[src/logic/uart_status_data_consts.vh]
// register indices, field positions and reset values of the serial port
`ifndef UART_STATUS_DATA_CONSTS_VH
`define UART_STATUS_DATA_CONSTS_VH

// ----------------------------------------------------------------------
// register indices (byte address = index * 4)
// ----------------------------------------------------------------------
`define IDX_SERIAL_STATUS        16'h4100
`define IDX_SERIAL_TRANSMIT_DATA 16'h4101
`define IDX_SERIAL_RECEIVE_DATA  16'h4102
`define IDX_SERIAL_IRQ_MASK      16'h4108
`define IDX_SERIAL_CONFIG        16'h4109

// ----------------------------------------------------------------------
// serial_status bit positions
// ----------------------------------------------------------------------
`define BIT_TX_COMPLETE          7
`define BIT_FRAMING_FAULT        6
`define BIT_PARITY_FAULT         5
`define BIT_OVERRUN_FAULT        4
`define BIT_SECOND_RX_BYTE       3
`define BIT_TX_SHIFTER_BUSY      2
`define BIT_RX_READY             1
`define BIT_TX_BUFFER_EMPTY      0

// serial_config bit positions
`define BIT_CHAR_8BIT            0

// ----------------------------------------------------------------------
// reset values and widths
// ----------------------------------------------------------------------
`define RST_TX_DATA              8'h00
`define RST_RX_DATA              8'h00
`define RST_IRQ_MASK             8'h00
`define RST_CHAR_8BIT            1'b1
`define MASK_7BIT_CHAR           8'h7F
`define RX_DEPTH                 2'h2

`endif

[src/logic/uart_rx_buffer.v]
// two-entry receive buffer, oldest byte at the head
`timescale 1ns/1ps
`include "uart_status_data_consts.vh"

module uart_rx_buffer
(
  input  wire       clk_in,
  input  wire       arst_n_in,
  input  wire       push_in,
  input  wire [7:0] push_data_in,
  input  wire       pop_in,
  output wire [7:0] head_out,
  output wire [1:0] count_out,
  output wire       overrun_out
);

  reg  [7:0] oldest_q;
  reg  [7:0] newest_q;
  reg  [1:0] count_q;
  wire       full;
  wire       do_pop;
  wire       do_push;

  assign full        = (count_q == `RX_DEPTH);
  assign do_pop      = pop_in && (count_q != 2'h0);
  // a pop in the same cycle frees room, so a full buffer still accepts
  assign do_push     = push_in && (!full || do_pop);
  assign overrun_out = push_in && full && !do_pop;
  assign head_out    = oldest_q;
  assign count_out   = count_q;

  always @(posedge clk_in or negedge arst_n_in)
  begin
    if (!arst_n_in)
    begin
      oldest_q <= `RST_RX_DATA;
      newest_q <= `RST_RX_DATA;
      count_q  <= 2'h0;
    end
    else if (do_pop && do_push)
    begin
      if (count_q == `RX_DEPTH)
      begin
        oldest_q <= newest_q;
        newest_q <= push_data_in;
      end
      else
      begin
        oldest_q <= push_data_in;
      end
    end
    else if (do_pop)
    begin
      oldest_q <= newest_q;
      count_q  <= count_q - 2'h1;
    end
    else if (do_push)
    begin
      if (count_q == 2'h0)
      begin
        oldest_q <= push_data_in;
      end
      else
      begin
        newest_q <= push_data_in;
      end
      count_q <= count_q + 2'h1;
    end
  end

endmodule

[src/logic/uart_status_data_regs.v]
// status, transmit-data and receive-data registers of a serial port
`timescale 1ns/1ps
`include "uart_status_data_consts.vh"

module uart_status_data_regs
(
  input  wire        clk_in,
  input  wire        arst_n_in,
  // apb slave
  input  wire        psel_in,
  input  wire        penable_in,
  input  wire        pwrite_in,
  input  wire [17:0] paddr_in,
  input  wire [31:0] pwdata_in,
  output wire [31:0] prdata_out,
  output wire        pready_out,
  output wire        pslverr_out,
  // transmit shifter side
  input  wire        tx_take_in,
  input  wire        tx_done_in,
  input  wire        tx_shifter_busy_in,
  output wire [7:0]  tx_data_out,
  output wire        tx_data_valid_out,
  // receive shifter side
  input  wire        rx_byte_valid_in,
  input  wire [7:0]  rx_byte_in,
  input  wire        rx_framing_err_in,
  input  wire        rx_parity_err_in,
  // configuration and interrupt
  output wire        char_8bit_out,
  output wire        irq_out
);

  // --------------------------------------------------------------------
  // helper functions
  // --------------------------------------------------------------------
  // registers are word aligned: byte address is index times four
  function reg_hit;
    input [17:0] addr;
    input [15:0] index;
    begin
      reg_hit = (addr == {index, 2'b00});
    end
  endfunction

  function [7:0] char_trim;
    input [7:0] value;
    input       eight_bit;
    begin
      char_trim = eight_bit ? value : (value & `MASK_7BIT_CHAR);
    end
  endfunction

  // --------------------------------------------------------------------
  // declarations
  // --------------------------------------------------------------------
  reg  [31:0] prdata_q;
  reg         pready_q;
  reg         pslverr_q;
  reg         rd_had_byte_q;
  reg         tx_complete_flag_q;
  reg         framing_fault_flag_q;
  reg         parity_fault_flag_q;
  reg         overrun_fault_flag_q;
  reg  [7:0]  tx_data_q;
  reg         tx_full_q;
  reg  [7:0]  irq_mask_q;
  reg         char_8bit_q;
  reg         irq_q;
  reg         tx_busy_q;

  wire        access;
  wire        capture;
  wire        wr_fire;
  wire        rd_fire;
  wire        hit_status;
  wire        hit_txd;
  wire        hit_rxd;
  wire        hit_mask;
  wire        hit_config;
  wire        mapped;
  wire [7:0]  wbyte;
  wire [7:0]  rx_head;
  wire [1:0]  rx_count;
  wire        rx_overrun;
  wire        rx_pop;
  wire        clr_tx_complete;
  wire        clr_framing;
  wire        clr_parity;
  wire        clr_overrun;
  wire        tx_write;
  wire [7:0]  status_byte;
  reg  [7:0]  read_byte;

  // --------------------------------------------------------------------
  // apb decode
  // --------------------------------------------------------------------
  // one wait state: pready rises in the second access cycle
  assign access     = psel_in && penable_in;
  assign capture    = access && !pready_q;
  assign wr_fire    = access && pready_q && pwrite_in;
  assign rd_fire    = access && pready_q && !pwrite_in;
  assign hit_status = reg_hit(paddr_in, `IDX_SERIAL_STATUS);
  assign hit_txd    = reg_hit(paddr_in, `IDX_SERIAL_TRANSMIT_DATA);
  assign hit_rxd    = reg_hit(paddr_in, `IDX_SERIAL_RECEIVE_DATA);
  assign hit_mask   = reg_hit(paddr_in, `IDX_SERIAL_IRQ_MASK);
  assign hit_config = reg_hit(paddr_in, `IDX_SERIAL_CONFIG);
  assign mapped     = hit_status || hit_txd || hit_rxd || hit_mask ||
                      hit_config;
  // only the low byte of a write word is used
  assign wbyte      = pwdata_in[7:0];

  // --------------------------------------------------------------------
  // status assembly
  // --------------------------------------------------------------------
  // D3..D0 follow live state; only D7..D4 are sticky
  assign status_byte[`BIT_TX_COMPLETE]     = tx_complete_flag_q;
  assign status_byte[`BIT_FRAMING_FAULT]   = framing_fault_flag_q;
  assign status_byte[`BIT_PARITY_FAULT]    = parity_fault_flag_q;
  assign status_byte[`BIT_OVERRUN_FAULT]   = overrun_fault_flag_q;
  assign status_byte[`BIT_SECOND_RX_BYTE]  = (rx_count == `RX_DEPTH);
  assign status_byte[`BIT_TX_SHIFTER_BUSY] = tx_busy_q;
  assign status_byte[`BIT_RX_READY]        = (rx_count != 2'h0);
  assign status_byte[`BIT_TX_BUFFER_EMPTY] = !tx_full_q;

  always @*
  begin
    read_byte = 8'h00;
    if (hit_status)
    begin
      read_byte = status_byte;
    end
    else if (hit_txd)
    begin
      read_byte = tx_data_q;
    end
    else if (hit_rxd)
    begin
      read_byte = rx_head;
    end
    else if (hit_mask)
    begin
      read_byte = irq_mask_q;
    end
    else if (hit_config)
    begin
      read_byte = {7'h00, char_8bit_q};
    end
  end

  // --------------------------------------------------------------------
  // bus answer
  // --------------------------------------------------------------------
  always @(posedge clk_in or negedge arst_n_in)
  begin
    if (!arst_n_in)
    begin
      prdata_q      <= 32'h0000_0000;
      pready_q      <= 1'b0;
      pslverr_q     <= 1'b0;
      rd_had_byte_q <= 1'b0;
    end
    else
    begin
      pready_q <= capture;
      if (capture)
      begin
        // writes and unmapped reads put zero on the data bus
        prdata_q      <= pwrite_in ? 32'h0000_0000 : {24'h00_0000, read_byte};
        pslverr_q     <= !mapped;
        // only a byte that was actually returned may be popped
        rd_had_byte_q <= (rx_count != 2'h0);
      end
      else
      begin
        pslverr_q <= 1'b0;
      end
    end
  end

  // --------------------------------------------------------------------
  // receive buffer
  // --------------------------------------------------------------------
  // an empty read pops nothing, so a byte arriving late is kept
  assign rx_pop = rd_fire && hit_rxd && rd_had_byte_q;

  // bytes are trimmed on the way in, so reads need no mask
  uart_rx_buffer u_rx_buffer
  (
    .clk_in       (clk_in),
    .arst_n_in    (arst_n_in),
    .push_in      (rx_byte_valid_in),
    .push_data_in (char_trim(rx_byte_in, char_8bit_q)),
    .pop_in       (rx_pop),
    .head_out     (rx_head),
    .count_out    (rx_count),
    .overrun_out  (rx_overrun)
  );

  // --------------------------------------------------------------------
  // sticky flags, set wins over a write-one clear
  // --------------------------------------------------------------------
  // framing and parity set even when the byte itself is dropped
  assign clr_tx_complete = wr_fire && hit_status && wbyte[`BIT_TX_COMPLETE];
  assign clr_framing     = wr_fire && hit_status && wbyte[`BIT_FRAMING_FAULT];
  assign clr_parity      = wr_fire && hit_status && wbyte[`BIT_PARITY_FAULT];
  assign clr_overrun     = wr_fire && hit_status && wbyte[`BIT_OVERRUN_FAULT];

  always @(posedge clk_in or negedge arst_n_in)
  begin
    if (!arst_n_in)
    begin
      tx_complete_flag_q   <= 1'b0;
      framing_fault_flag_q <= 1'b0;
      parity_fault_flag_q  <= 1'b0;
      overrun_fault_flag_q <= 1'b0;
    end
    else
    begin
      tx_complete_flag_q   <= (tx_complete_flag_q & ~clr_tx_complete) |
                              tx_done_in;
      framing_fault_flag_q <= (framing_fault_flag_q & ~clr_framing) |
                              (rx_byte_valid_in & rx_framing_err_in);
      parity_fault_flag_q  <= (parity_fault_flag_q & ~clr_parity) |
                              (rx_byte_valid_in & rx_parity_err_in);
      overrun_fault_flag_q <= (overrun_fault_flag_q & ~clr_overrun) |
                              rx_overrun;
    end
  end

  // --------------------------------------------------------------------
  // transmit data buffer
  // --------------------------------------------------------------------
  // a write while full overwrites the pending byte
  assign tx_write = wr_fire && hit_txd;

  always @(posedge clk_in or negedge arst_n_in)
  begin
    if (!arst_n_in)
    begin
      tx_data_q <= `RST_TX_DATA;
      tx_full_q <= 1'b0;
    end
    else
    begin
      if (tx_write)
      begin
        tx_data_q <= char_trim(wbyte, char_8bit_q);
      end
      // a new write in the take cycle keeps the buffer full
      tx_full_q <= tx_write | (tx_full_q & ~tx_take_in);
    end
  end

  // --------------------------------------------------------------------
  // mask, config and interrupt
  // --------------------------------------------------------------------
  always @(posedge clk_in or negedge arst_n_in)
  begin
    if (!arst_n_in)
    begin
      irq_mask_q  <= `RST_IRQ_MASK;
      char_8bit_q <= `RST_CHAR_8BIT;
      irq_q       <= 1'b0;
      tx_busy_q   <= 1'b0;
    end
    else
    begin
      if (wr_fire && hit_mask)
      begin
        irq_mask_q <= wbyte;
      end
      // char length applies to bytes stored later, not held ones
      if (wr_fire && hit_config)
      begin
        char_8bit_q <= wbyte[`BIT_CHAR_8BIT];
      end
      // registered, so irq lags the status by one cycle
      irq_q     <= |(status_byte & irq_mask_q);
      tx_busy_q <= tx_shifter_busy_in;
    end
  end

  // --------------------------------------------------------------------
  // outputs
  // --------------------------------------------------------------------
  // outputs come straight from flops, no logic after them
  assign prdata_out        = prdata_q;
  assign pready_out        = pready_q;
  assign pslverr_out       = pslverr_q;
  assign tx_data_out       = tx_data_q;
  assign tx_data_valid_out = tx_full_q;
  assign char_8bit_out     = char_8bit_q;
  assign irq_out           = irq_q;

endmodule

[config.mk]
export PLATFORM = sky130hd
export DESIGN_NAME = uart_status_data_regs
export DESIGN_NICKNAME = d
export VERILOG_FILES = /design/src/logic/uart_rx_buffer.v /design/src/logic/uart_status_data_regs.v
export VERILOG_INCLUDE_DIRS = /design/src /design/src/logic
export SDC_FILE = /design/constraint.sdc
export NUM_CORES = 1
export LEC_CHECK = 0
export BUFFER_PORTS_ARGS = -buffer_cell sky130_fd_sc_hd__buf_4
export CAP_MARGIN = 20
export CELL_PAD_IN_SITES_DETAIL_PLACEMENT = 1
export CELL_PAD_IN_SITES_GLOBAL_PLACEMENT = 2
export CORE_MARGIN = 8
export CORE_UTILIZATION = 27
export DETAILED_ROUTE_END_ITERATION = 12
export GPL_TIMING_DRIVEN = 0
export PLACE_DENSITY = 0.82
export SETUP_SLACK_MARGIN = 0.02
export SLEW_MARGIN = 0
export SYNTH_ARGS = -nofsm -noshare
export SYNTH_HDL_FRONTEND = slang
export SYNTH_SLANG_ARGS = --single-unit
[constraint.sdc]
create_clock -name clk_in -period 1.61 [get_ports clk_in]
set_clock_uncertainty 0.1 [all_clocks]
set_input_delay 0.2415 -clock clk_in [delete_from_list [all_inputs] [get_ports clk_in]]
set_output_delay 0.2415 -clock clk_in [all_outputs]
set_load 0.005 [all_outputs]
Yosys cells after proc, flatten, opt, wreduce, memory -nomap -nowiden
Cells that the tools add are included.
W data, S select, Z words.
- register bits: 77
- word-level logic and storage cells: 109
- input port bits: 69
- equal/unequal tests: 9
- add/subtract/negate cells: 2
- mux-type cells: 21
- reduce and logical (&&, ||, !) cells: 41
- bitwise gates (word level): 19
- operators by type and width (cell ; count):
    $mux W8 ; 17
    $eq A18 B17 Y1 const B ; 5
    $logic_and A1 B1 Y1 ; 20
    $and A8 B8 Y8 ; 1
    $reduce_or A8 Y1 ; 1
    $and A1 B1 Y1 ; 7
    $logic_not A1 Y1 ; 6
    $not A1 Y1 ; 6
    $reduce_bool A2 Y1 ; 3
    $reduce_bool A3 Y1 ; 2
    $logic_or A1 B1 Y1 ; 5
    $or A1 B1 Y1 ; 5
    $mux W2 ; 2
    $ne A2 B1 Y1 const B ; 2
    $reduce_and A2 Y1 ; 2
    $reduce_and A4 Y1 ; 1
    $add A2 B1 Y2 const B ; 1
    $eq A2 B2 Y1 const B ; 1
    $logic_not A2 Y1 ; 1
    $mux W1 ; 2
    $ne A2 B2 Y1 const B ; 1
    $sub A2 B1 Y2 const B ; 1

Depth between registers and ports, before layout
Gate-level depths: netlist of the first run.
- depth in word-level cells: 11
- depth in mapped cells: 6
- depth with buffers taken out: 4

By module
From an unflattened synthesis of the first run, not the netlist that was laid out.
- cell total of the unflattened synthesis: 325
- area total of the unflattened synthesis: 3392.0 µm²
- by module, submodules not included (module ; area each (µm²) ; cells each ; seq. area each (µm²) ; instances):
    uart_status_data_regs ; 2087.0 ; 202 ; 877.1 ; 1
    uart_rx_buffer ; 1305.0 ; 123 ; 450.4 ; 1

Worst setup path after synthesis of the first run
No wires, ideal clock.
- path kind: input-to-reg
- from: input port paddr_in[9]
- to: register tx_data_q[0], in the netlist tx_data_out[0]
- required time: 1385 ps
- slack: -210 ps
- arrival: 1595 ps
- stages on the path: 4
- path buffers: 0
- library setup time: 125 ps
- cell sequence: nor4b_2 -> nand4_2 -> nor3_4 -> mux2_2
- word-level cells in the longest chain between the ends: 2
- ends and longest elaborated chain (item ; line ; source):
    start: declaration ; uart_status_data_regs.v:13 ; input wire [17:0] paddr_in,
    $eq A18 B17 Y1 ; uart_status_data_regs.v:42 ; reg_hit = (addr == {index, 2'b00});
    $logic_and A1 B1 Y1 ; uart_status_data_regs.v:235 ; assign tx_write = wr_fire && hit_txd;
    end signal: assignment ; uart_status_data_regs.v:241 ; tx_data_q <= `RST_TX_DATA;
    end signal: assignment ; uart_status_data_regs.v:248 ; tx_data_q <= char_trim(wbyte, char_8bit_q);
    end: declaration ; uart_status_data_regs.v:65 ; reg [7:0] tx_data_q;
Every way passes these cells.
A chain may end at the register's enable or synchronous reset.

Worst setup path after layout of the first run
- from: input port paddr_in[11]
- to: register irq_mask_q[3]
- word-level cells in the longest chain between the ends: 2
- ends and longest elaborated chain (item ; line ; source):
    $eq A18 B17 Y1 ; uart_status_data_regs.v:42 ;
    $logic_and A1 B1 Y1 ; uart_status_data_regs.v:269 ; if (wr_fire && hit_mask)
    end signal: assignment ; uart_status_data_regs.v:262 ; irq_mask_q <= `RST_IRQ_MASK;
    end signal: assignment ; uart_status_data_regs.v:271 ; irq_mask_q <= wbyte;
    end: declaration ; uart_status_data_regs.v:67 ; reg [7:0] irq_mask_q;
Every way passes these cells.

==> run summary, run 1 <==
Clock sink count: 53
Total power: 4.499 mW
Unique masters post-synth: 49
Synth area leader: dfrtp_1
Worst r2r dst: irq_mask_q[3]
CP Capture Type: flip-flop
Clk root buf: clkbuf_16
Later-pin clock latency in the skew report: 0.29 ns
Die area: 15,150 um^2
Hold Crit Class: in2reg
Synth warn: 0
Register area: 1329 um^2
FILL cells: 1,254
Number of global-route vias before repair: 3,141
H-tree depth: 2
Max_cap viols: 0
Initial core utilization: 27.35%
Largest net degree at the start of global routing: 54
# setup viols final: 15
Antenna-violating nets left: 0
Routed via count: 2,949
Slew Viols, Final: 0
CP Launch Type: primary input
Number of antenna violations at the first check in global routing: 0
First-pass GRT wire length: 17.68 mm
Final hold vios: 0
Number of synthesized register bits: 53
Synth Instances: 306
Avg WL per Cell: 20.32 um
VDD IR max: 494.5 uV
CP Max Fanout: 8
Total CTS buffers: 5
Post-route cell area: 4567 um^2
HP Start: tx_take_in
Synth async-reset ratio: 100.0%
Dpl cell area: 3943 um^2
EDFF count, synth: 0
Crit path DAT: 1.72 ns
GRT Util Overall: 15.03%
Fmax: 0.6079 GHz
Core Area: 11,320 um^2
Row count: 39
Tcrit/Tclk final: 102.2%
GRT overflow: 0
Worst r2r src: pready_out
Final cell count without fillers: 563
DRT Pass-1 Iters: 4
Kind of critical path: in2reg
Slew @ Worst Pin: 0.7295 ns
1st-iter DRT viols: 152
IO Port Bufs: 65
Reg clk slew, reported paths: 0.07 ns
Drt total wl: 11.44 mm
Fin nets: 488
Longest Clk Path Bufs: 2
Worst Hold End: tx_data_valid_out
Die X-Extent: 123.1 um
Syn Area/Cell: 10.12 um^2
Final setup margin: -0.03505 ns
Die Y-Extent: 123.1 um
Slack of the worst reg-to-reg path: -0.01 ns
GP Congestion: 0.7968
Pwr dens: 985.1 nW/um^2
Slew Limit Headroom: 51.37%
Area Growth Syn to Fin: 47.47%
Number of instances in the placed design: 537
Post-Syn Area: 3097 um^2
Hold path cells: 2
RSZ-0062 raised after global routing: yes
R2R depth: 4
Violated checks: negative setup slack
Share of layout cells above drive strength 1: 47.38%
Post-synth top flop: dfrtp_1
DR DRC count: 0
WHS: 0.005518 ns
Crit path required time: 1.69 ns
Ports: 114
Sequential share of the synthesized area: 42.87%
Post-DP HPWL: 7.813 mm
Antenna fix cells: 0
Outcome: complete, but fails checks
Yosys top cell area share: 42.02%
CTS tree: built
Multi-input logic area: 1851 um^2
Lkg Pwr: 2.074 nW
Min Tclk post-route: 1.645 ns
Top cells by area, synth: dfrtp_1, buf_4, mux2_2
Vias/cell: 5.238
-- state kept, by name (all words and copies together) (netlist names), 2 cells and up --
name                   flops
irq_mask_q                 8
prdata_out                 8
tx_data_out                8
u_rx_buffer.count_out      2
u_rx_buffer.head_out       8
u_rx_buffer.newest_q       8
-- critical path: stages --
cell	delay (ns)
buf_6	0.10
nor4b_4	0.38
and4_1	0.28
buf_6	0.16
nand4_4	0.20
mux2_4	0.36
-- cells by family (layout without fill, tap and decap cells) --
family	Yosys count	in the layout	share of synthesized area, %
compound gates	84	84	20.69
flops	53	53	42.87
simple gates	88	88	16.73
other cells	1	24	0.1211
buf+inv	50	141	9.252
mux	30	30	10.34
-- where the power goes --
| part | total, mW | internal, mW | switching (mW) |
|---|---|---|---|
| Combinational | 1.60 | 0.761 | 0.834 |
| Sequential | 1.80 | 1.57 | 0.233 |
| Clock | 1.10 | 0.579 | 0.523 |
| Total | 4.50 | 2.91 | 1.59 |
-- worst max path at each step --
stage,from,endpoint,slack [ns],cells past startpoint
CTS,paddr_in[14],irq_mask_q[3],-0.01,6
floorplan,paddr_in[1],tx_data_out[0],-0.07,4
global placement,rx_byte_valid_in,u_rx_buffer.newest_q[6],-0.76,6
detailed placement,rx_byte_valid_in,u_rx_buffer.newest_q[4],-0.80,6
finish,paddr_in[11],irq_mask_q[3],-0.04,6
global route,paddr_in[11],irq_mask_q[3],-0.1,6
-- layout make-up --
cell class	instances	area share, %
Multi-Input combinational cell	226	40.52
Buffer	39	6.849
Sequential cell	53	29.10
Clock buffer	6	2.822
Tap cell	143	3.918
Inverter	8	0.6575
Clock inverter	2	0.3288
Timing Repair Buffer	86	15.81
-- repair_timing --
action                     CTS  global route
setup endpoints to repair   47            47
hold endpoints to repair    53             0
cloned                       1             0
hold buffers                 2             0
gates resized for setup     48            23
pin swaps                    9             8
buffers inserted            16             2
-- through the flow --
step	setup TNS, ns	worst slack [ns]	util (%)
3_5_place_dp	-20.94	-0.7962	34.83
2_1_floorplan	-0.7159	-0.06673	-
6_report	-0.1658	-0.03505	40.34
4_1_cts	-0.01712	-0.01012	39.21
5_1_grt	-1.821	-0.09966	40.34
3_3_place_gp	-19.33	-0.7585	34.83
-- metal layers --
| layer | global-route usage [%] | share of wire, % |
|---|---|---|
| met1 | 19.33 | 43 |
| met4 | 4.740 | 1.9 |
| met5 | 0 | 0 |
| met2 | 24.70 | 47 |
| met3 | 3.242 | 7.4 |
-- cell usage after synthesis, types with 2 or more instances --
| library cell | number |
|---|---|
| nor2_1 | 20 |
| nand2_1 | 14 |
| a22o_1 | 3 |
| and3_1 | 3 |
| o221a_2 | 8 |
| a31oi_1 | 3 |
| mux2_2 | 16 |
| nor4_1 | 7 |
| o21ai_0 | 12 |
| buf_4 | 24 |
| nand4_1 | 5 |
| a211oi_1 | 14 |
| buf_2 | 7 |
| dfrtp_1 | 52 |
| nor3_1 | 4 |
| nor4b_2 | 2 |
| mux2i_1 | 14 |
| clkbuf_1 | 10 |
| nand2b_1 | 10 |
| a21oi_1 | 14 |
| and3b_1 | 2 |
| nand3_1 | 10 |
| a221oi_1 | 2 |
| nand3b_1 | 2 |
| a22oi_1 | 9 |
| o2111ai_1 | 3 |
| a21o_1 | 2 |
| inv_1 | 7 |
| a32o_1 | 7 |
-- cell usage in the layout (no fill, tap or decap), types with 3 or more instances in the layout --
cell	netlist	routed
nand3_2	0	4
nand3_1	10	6
a211oi_2	0	11
mux2_2	16	13
a22oi_1	9	9
inv_1	7	7
o21ai_0	12	12
nor3_4	1	3
o221a_2	8	7
conb_1	1	24
mux2i_1	14	14
nor4_2	1	5
buf_12	0	3
clkbuf_16	0	5
clkbuf_1	10	3
a21oi_1	14	14
a22o_1	3	3
mux2_4	0	3
a211oi_1	14	3
dfrtp_1	52	51
nand2_1	14	12
a32o_1	7	7
nand4_1	5	5
o2111ai_1	3	3
nand2b_1	10	9
buf_6	0	13
nor2_1	20	19
clkbuf_2	0	3
buf_4	24	97
No activity file was read; power rests on OpenSTA's default activity.
==> run 2: changes to the inputs <==
clock period = 1.4 ns   (was 1.61 ns; I/O delays follow)
==> run 2 against run 1 <==
The run still ends with negative setup slack left. Critical path depth decreased by 2. Design area rose by 9.9%. Sequential power increased by 16%. Wire length rose by 4.7%. Critical endpoint is now irq_mask_q[1]. Highest routed layer unchanged.
==> run summary, run 2 (same netlist as run 1, synthesis figures left out) <==
Die X-Extent: 123.1 um
Clk root buf: clkbuf_16
CP Launch Type: flip-flop
Largest net degree at the start of global routing: 54
Tcrit/Tclk final: 120.2%
1st-iter DRT viols: 148
Hold Crit Class: in2reg
Commonest non-fill, non-tap cells in the layout: buf_4, dfrtp_1, buf_6, conb_1, nor2_1
Final hold vios: 0
CP Capture Type: flip-flop
Share of layout cells above drive strength 1: 54.36%
Fmax: 0.5941 GHz
Kind of critical path: reg2reg
Min Tclk post-route: 1.683 ns
Avg WL per Cell: 20.69 um
Initial core utilization: 27.35%
Antenna fix cells: 0
Crit path required time: 1.48 ns
Dpl cell area: 4028 um^2
FILL cells: 1,242
First-pass GRT wire length: 18.35 mm
Final cell count without fillers: 579
Core Area: 11,320 um^2
IO Port Bufs: 65
Antenna-violating nets left: 0
GRT overflow: 0
Reg clk slew, reported paths: 0.07 ns
Vias/cell: 5.111
Outcome: complete, but fails checks
DRT Pass-1 Iters: 4
GP Congestion: 0.8039
Slew @ Worst Pin: 0.7181 ns
GRT Util Overall: 15.65%
Hold path cells: 2
Post-route cell area: 5017 um^2
Number of instances in the placed design: 537
CP max stage delay: 0.37 ns
DR DRC count: 0
Area Growth Syn to Fin: 62.02%
Total CTS buffers: 5
Lkg Pwr: 2.227 nW
RSZ-0062 raised after global routing: yes
Routed via count: 2,959
Number of antenna violations at the first check in global routing: 0
# setup viols final: 52
Clock sink count: 53
Final setup margin: -0.2831 ns
Die Y-Extent: 123.1 um
Violated checks: negative setup slack
Max_cap viols: 0
Cell-by-cell trace of the critical path: and3_4, and3b_2, nand4_4, mux2_4
Slew Limit Headroom: 52.13%
Ports: 114
CTS tree: built
Pwr dens: 1066 nW/um^2
Later-pin clock latency in the skew report: 0.29 ns
Multi-input logic area: 2059 um^2
Drt total wl: 11.98 mm
VDD IR max: 639.7 uV
Number of global-route vias before repair: 3,299
R2R depth: 4
Fin nets: 504
Crit path DAT: 1.77 ns
Longest Clk Path Bufs: 2
H-tree depth: 2
Register area: 1329 um^2
Die area: 15,150 um^2
Slew Viols, Final: 0
Commonest non-fill, non-tap cell in the layout: buf_4
Row count: 39
CP Max Fanout: 8
Post-DP HPWL: 7.916 mm
Slowest library cell on the worst path: dfrtp_1
run 2: worst paths after layout:
check                                      start                       end  slack, ns
min in group asynchronous              arst_n_in   u_rx_buffer.newest_q[2]       0.42
max in group asynchronous              arst_n_in  u_rx_buffer.count_out[1]       0.27
worst min register to register     prdata_out[7]             prdata_out[7]       0.40
worst min-delay path            rx_parity_err_in       parity_fault_flag_q       0.05
worst max-delay path                  pready_out             irq_mask_q[1]      -0.28
worst max register to register        pready_out             irq_mask_q[1]      -0.28
run 2: routing by layer:
| metal | vias to the layer above | part of all wire (%) | GRT usage [%] |
|---|---|---|---|
| met5 | - | 0 | 0 |
| met4 | 0 | 1.4 | 4.966 |
| met3 | 9 | 4.9 | 2.694 |
| met2 | 76 | 51 | 27.18 |
| met1 | 1507 | 43 | 19.35 |
| li1 | 1367 | - | - |
run 2: where the power goes:
group	internal [mW]	switching (mW)	total (mW)
registers	1.80	0.281	2.08
logic	0.988	1.03	2.02
clock network	0.658	0.587	1.25
run 2: critical path: cells and delay by family, from the launching register on:
kind	cells	cell delay, ns
DFF	1	0.37
and+or+nand+nor	3	0.74
muxes	1	0.36
run 2: what timing repair did:
item                       CTS  global route
setup endpoints to repair   53            52
setup buffers               26             8
gates resized for setup     79            38
hold buffers                 4             0
hold endpoints to repair    55             0
cloned                       2             0
pin swaps                   27            17
run 2: layout make-up:
type	instances	area share [%]
Multi-Input combinational cell	226	41.05
Buffer	38	6.584
Timing Repair Buffer	103	18.88
Clock buffer	5	2.494
Clock inverter	3	0.3491
Inverter	8	0.5985
Tap cell	143	3.566
Sequential cell	53	26.48
run 2: per-stage QoR:
step	hold WS [ns]	worst slack [ns]	utilization, %	TNS, ns	power (mW)
floorplan	-0.1856	-0.2441	-	-7.728	3.081
finish	0.05401	-0.2831	44.32	-11.70	5.348
global placement	0.2053	-0.7382	35.58	-26.54	3.561
CTS	0.04628	-0.2655	42.89	-9.810	5.258
global route	0.05037	-0.3397	44.32	-14.26	5.604
detailed placement	0.2135	-0.8173	35.58	-28.30	3.637
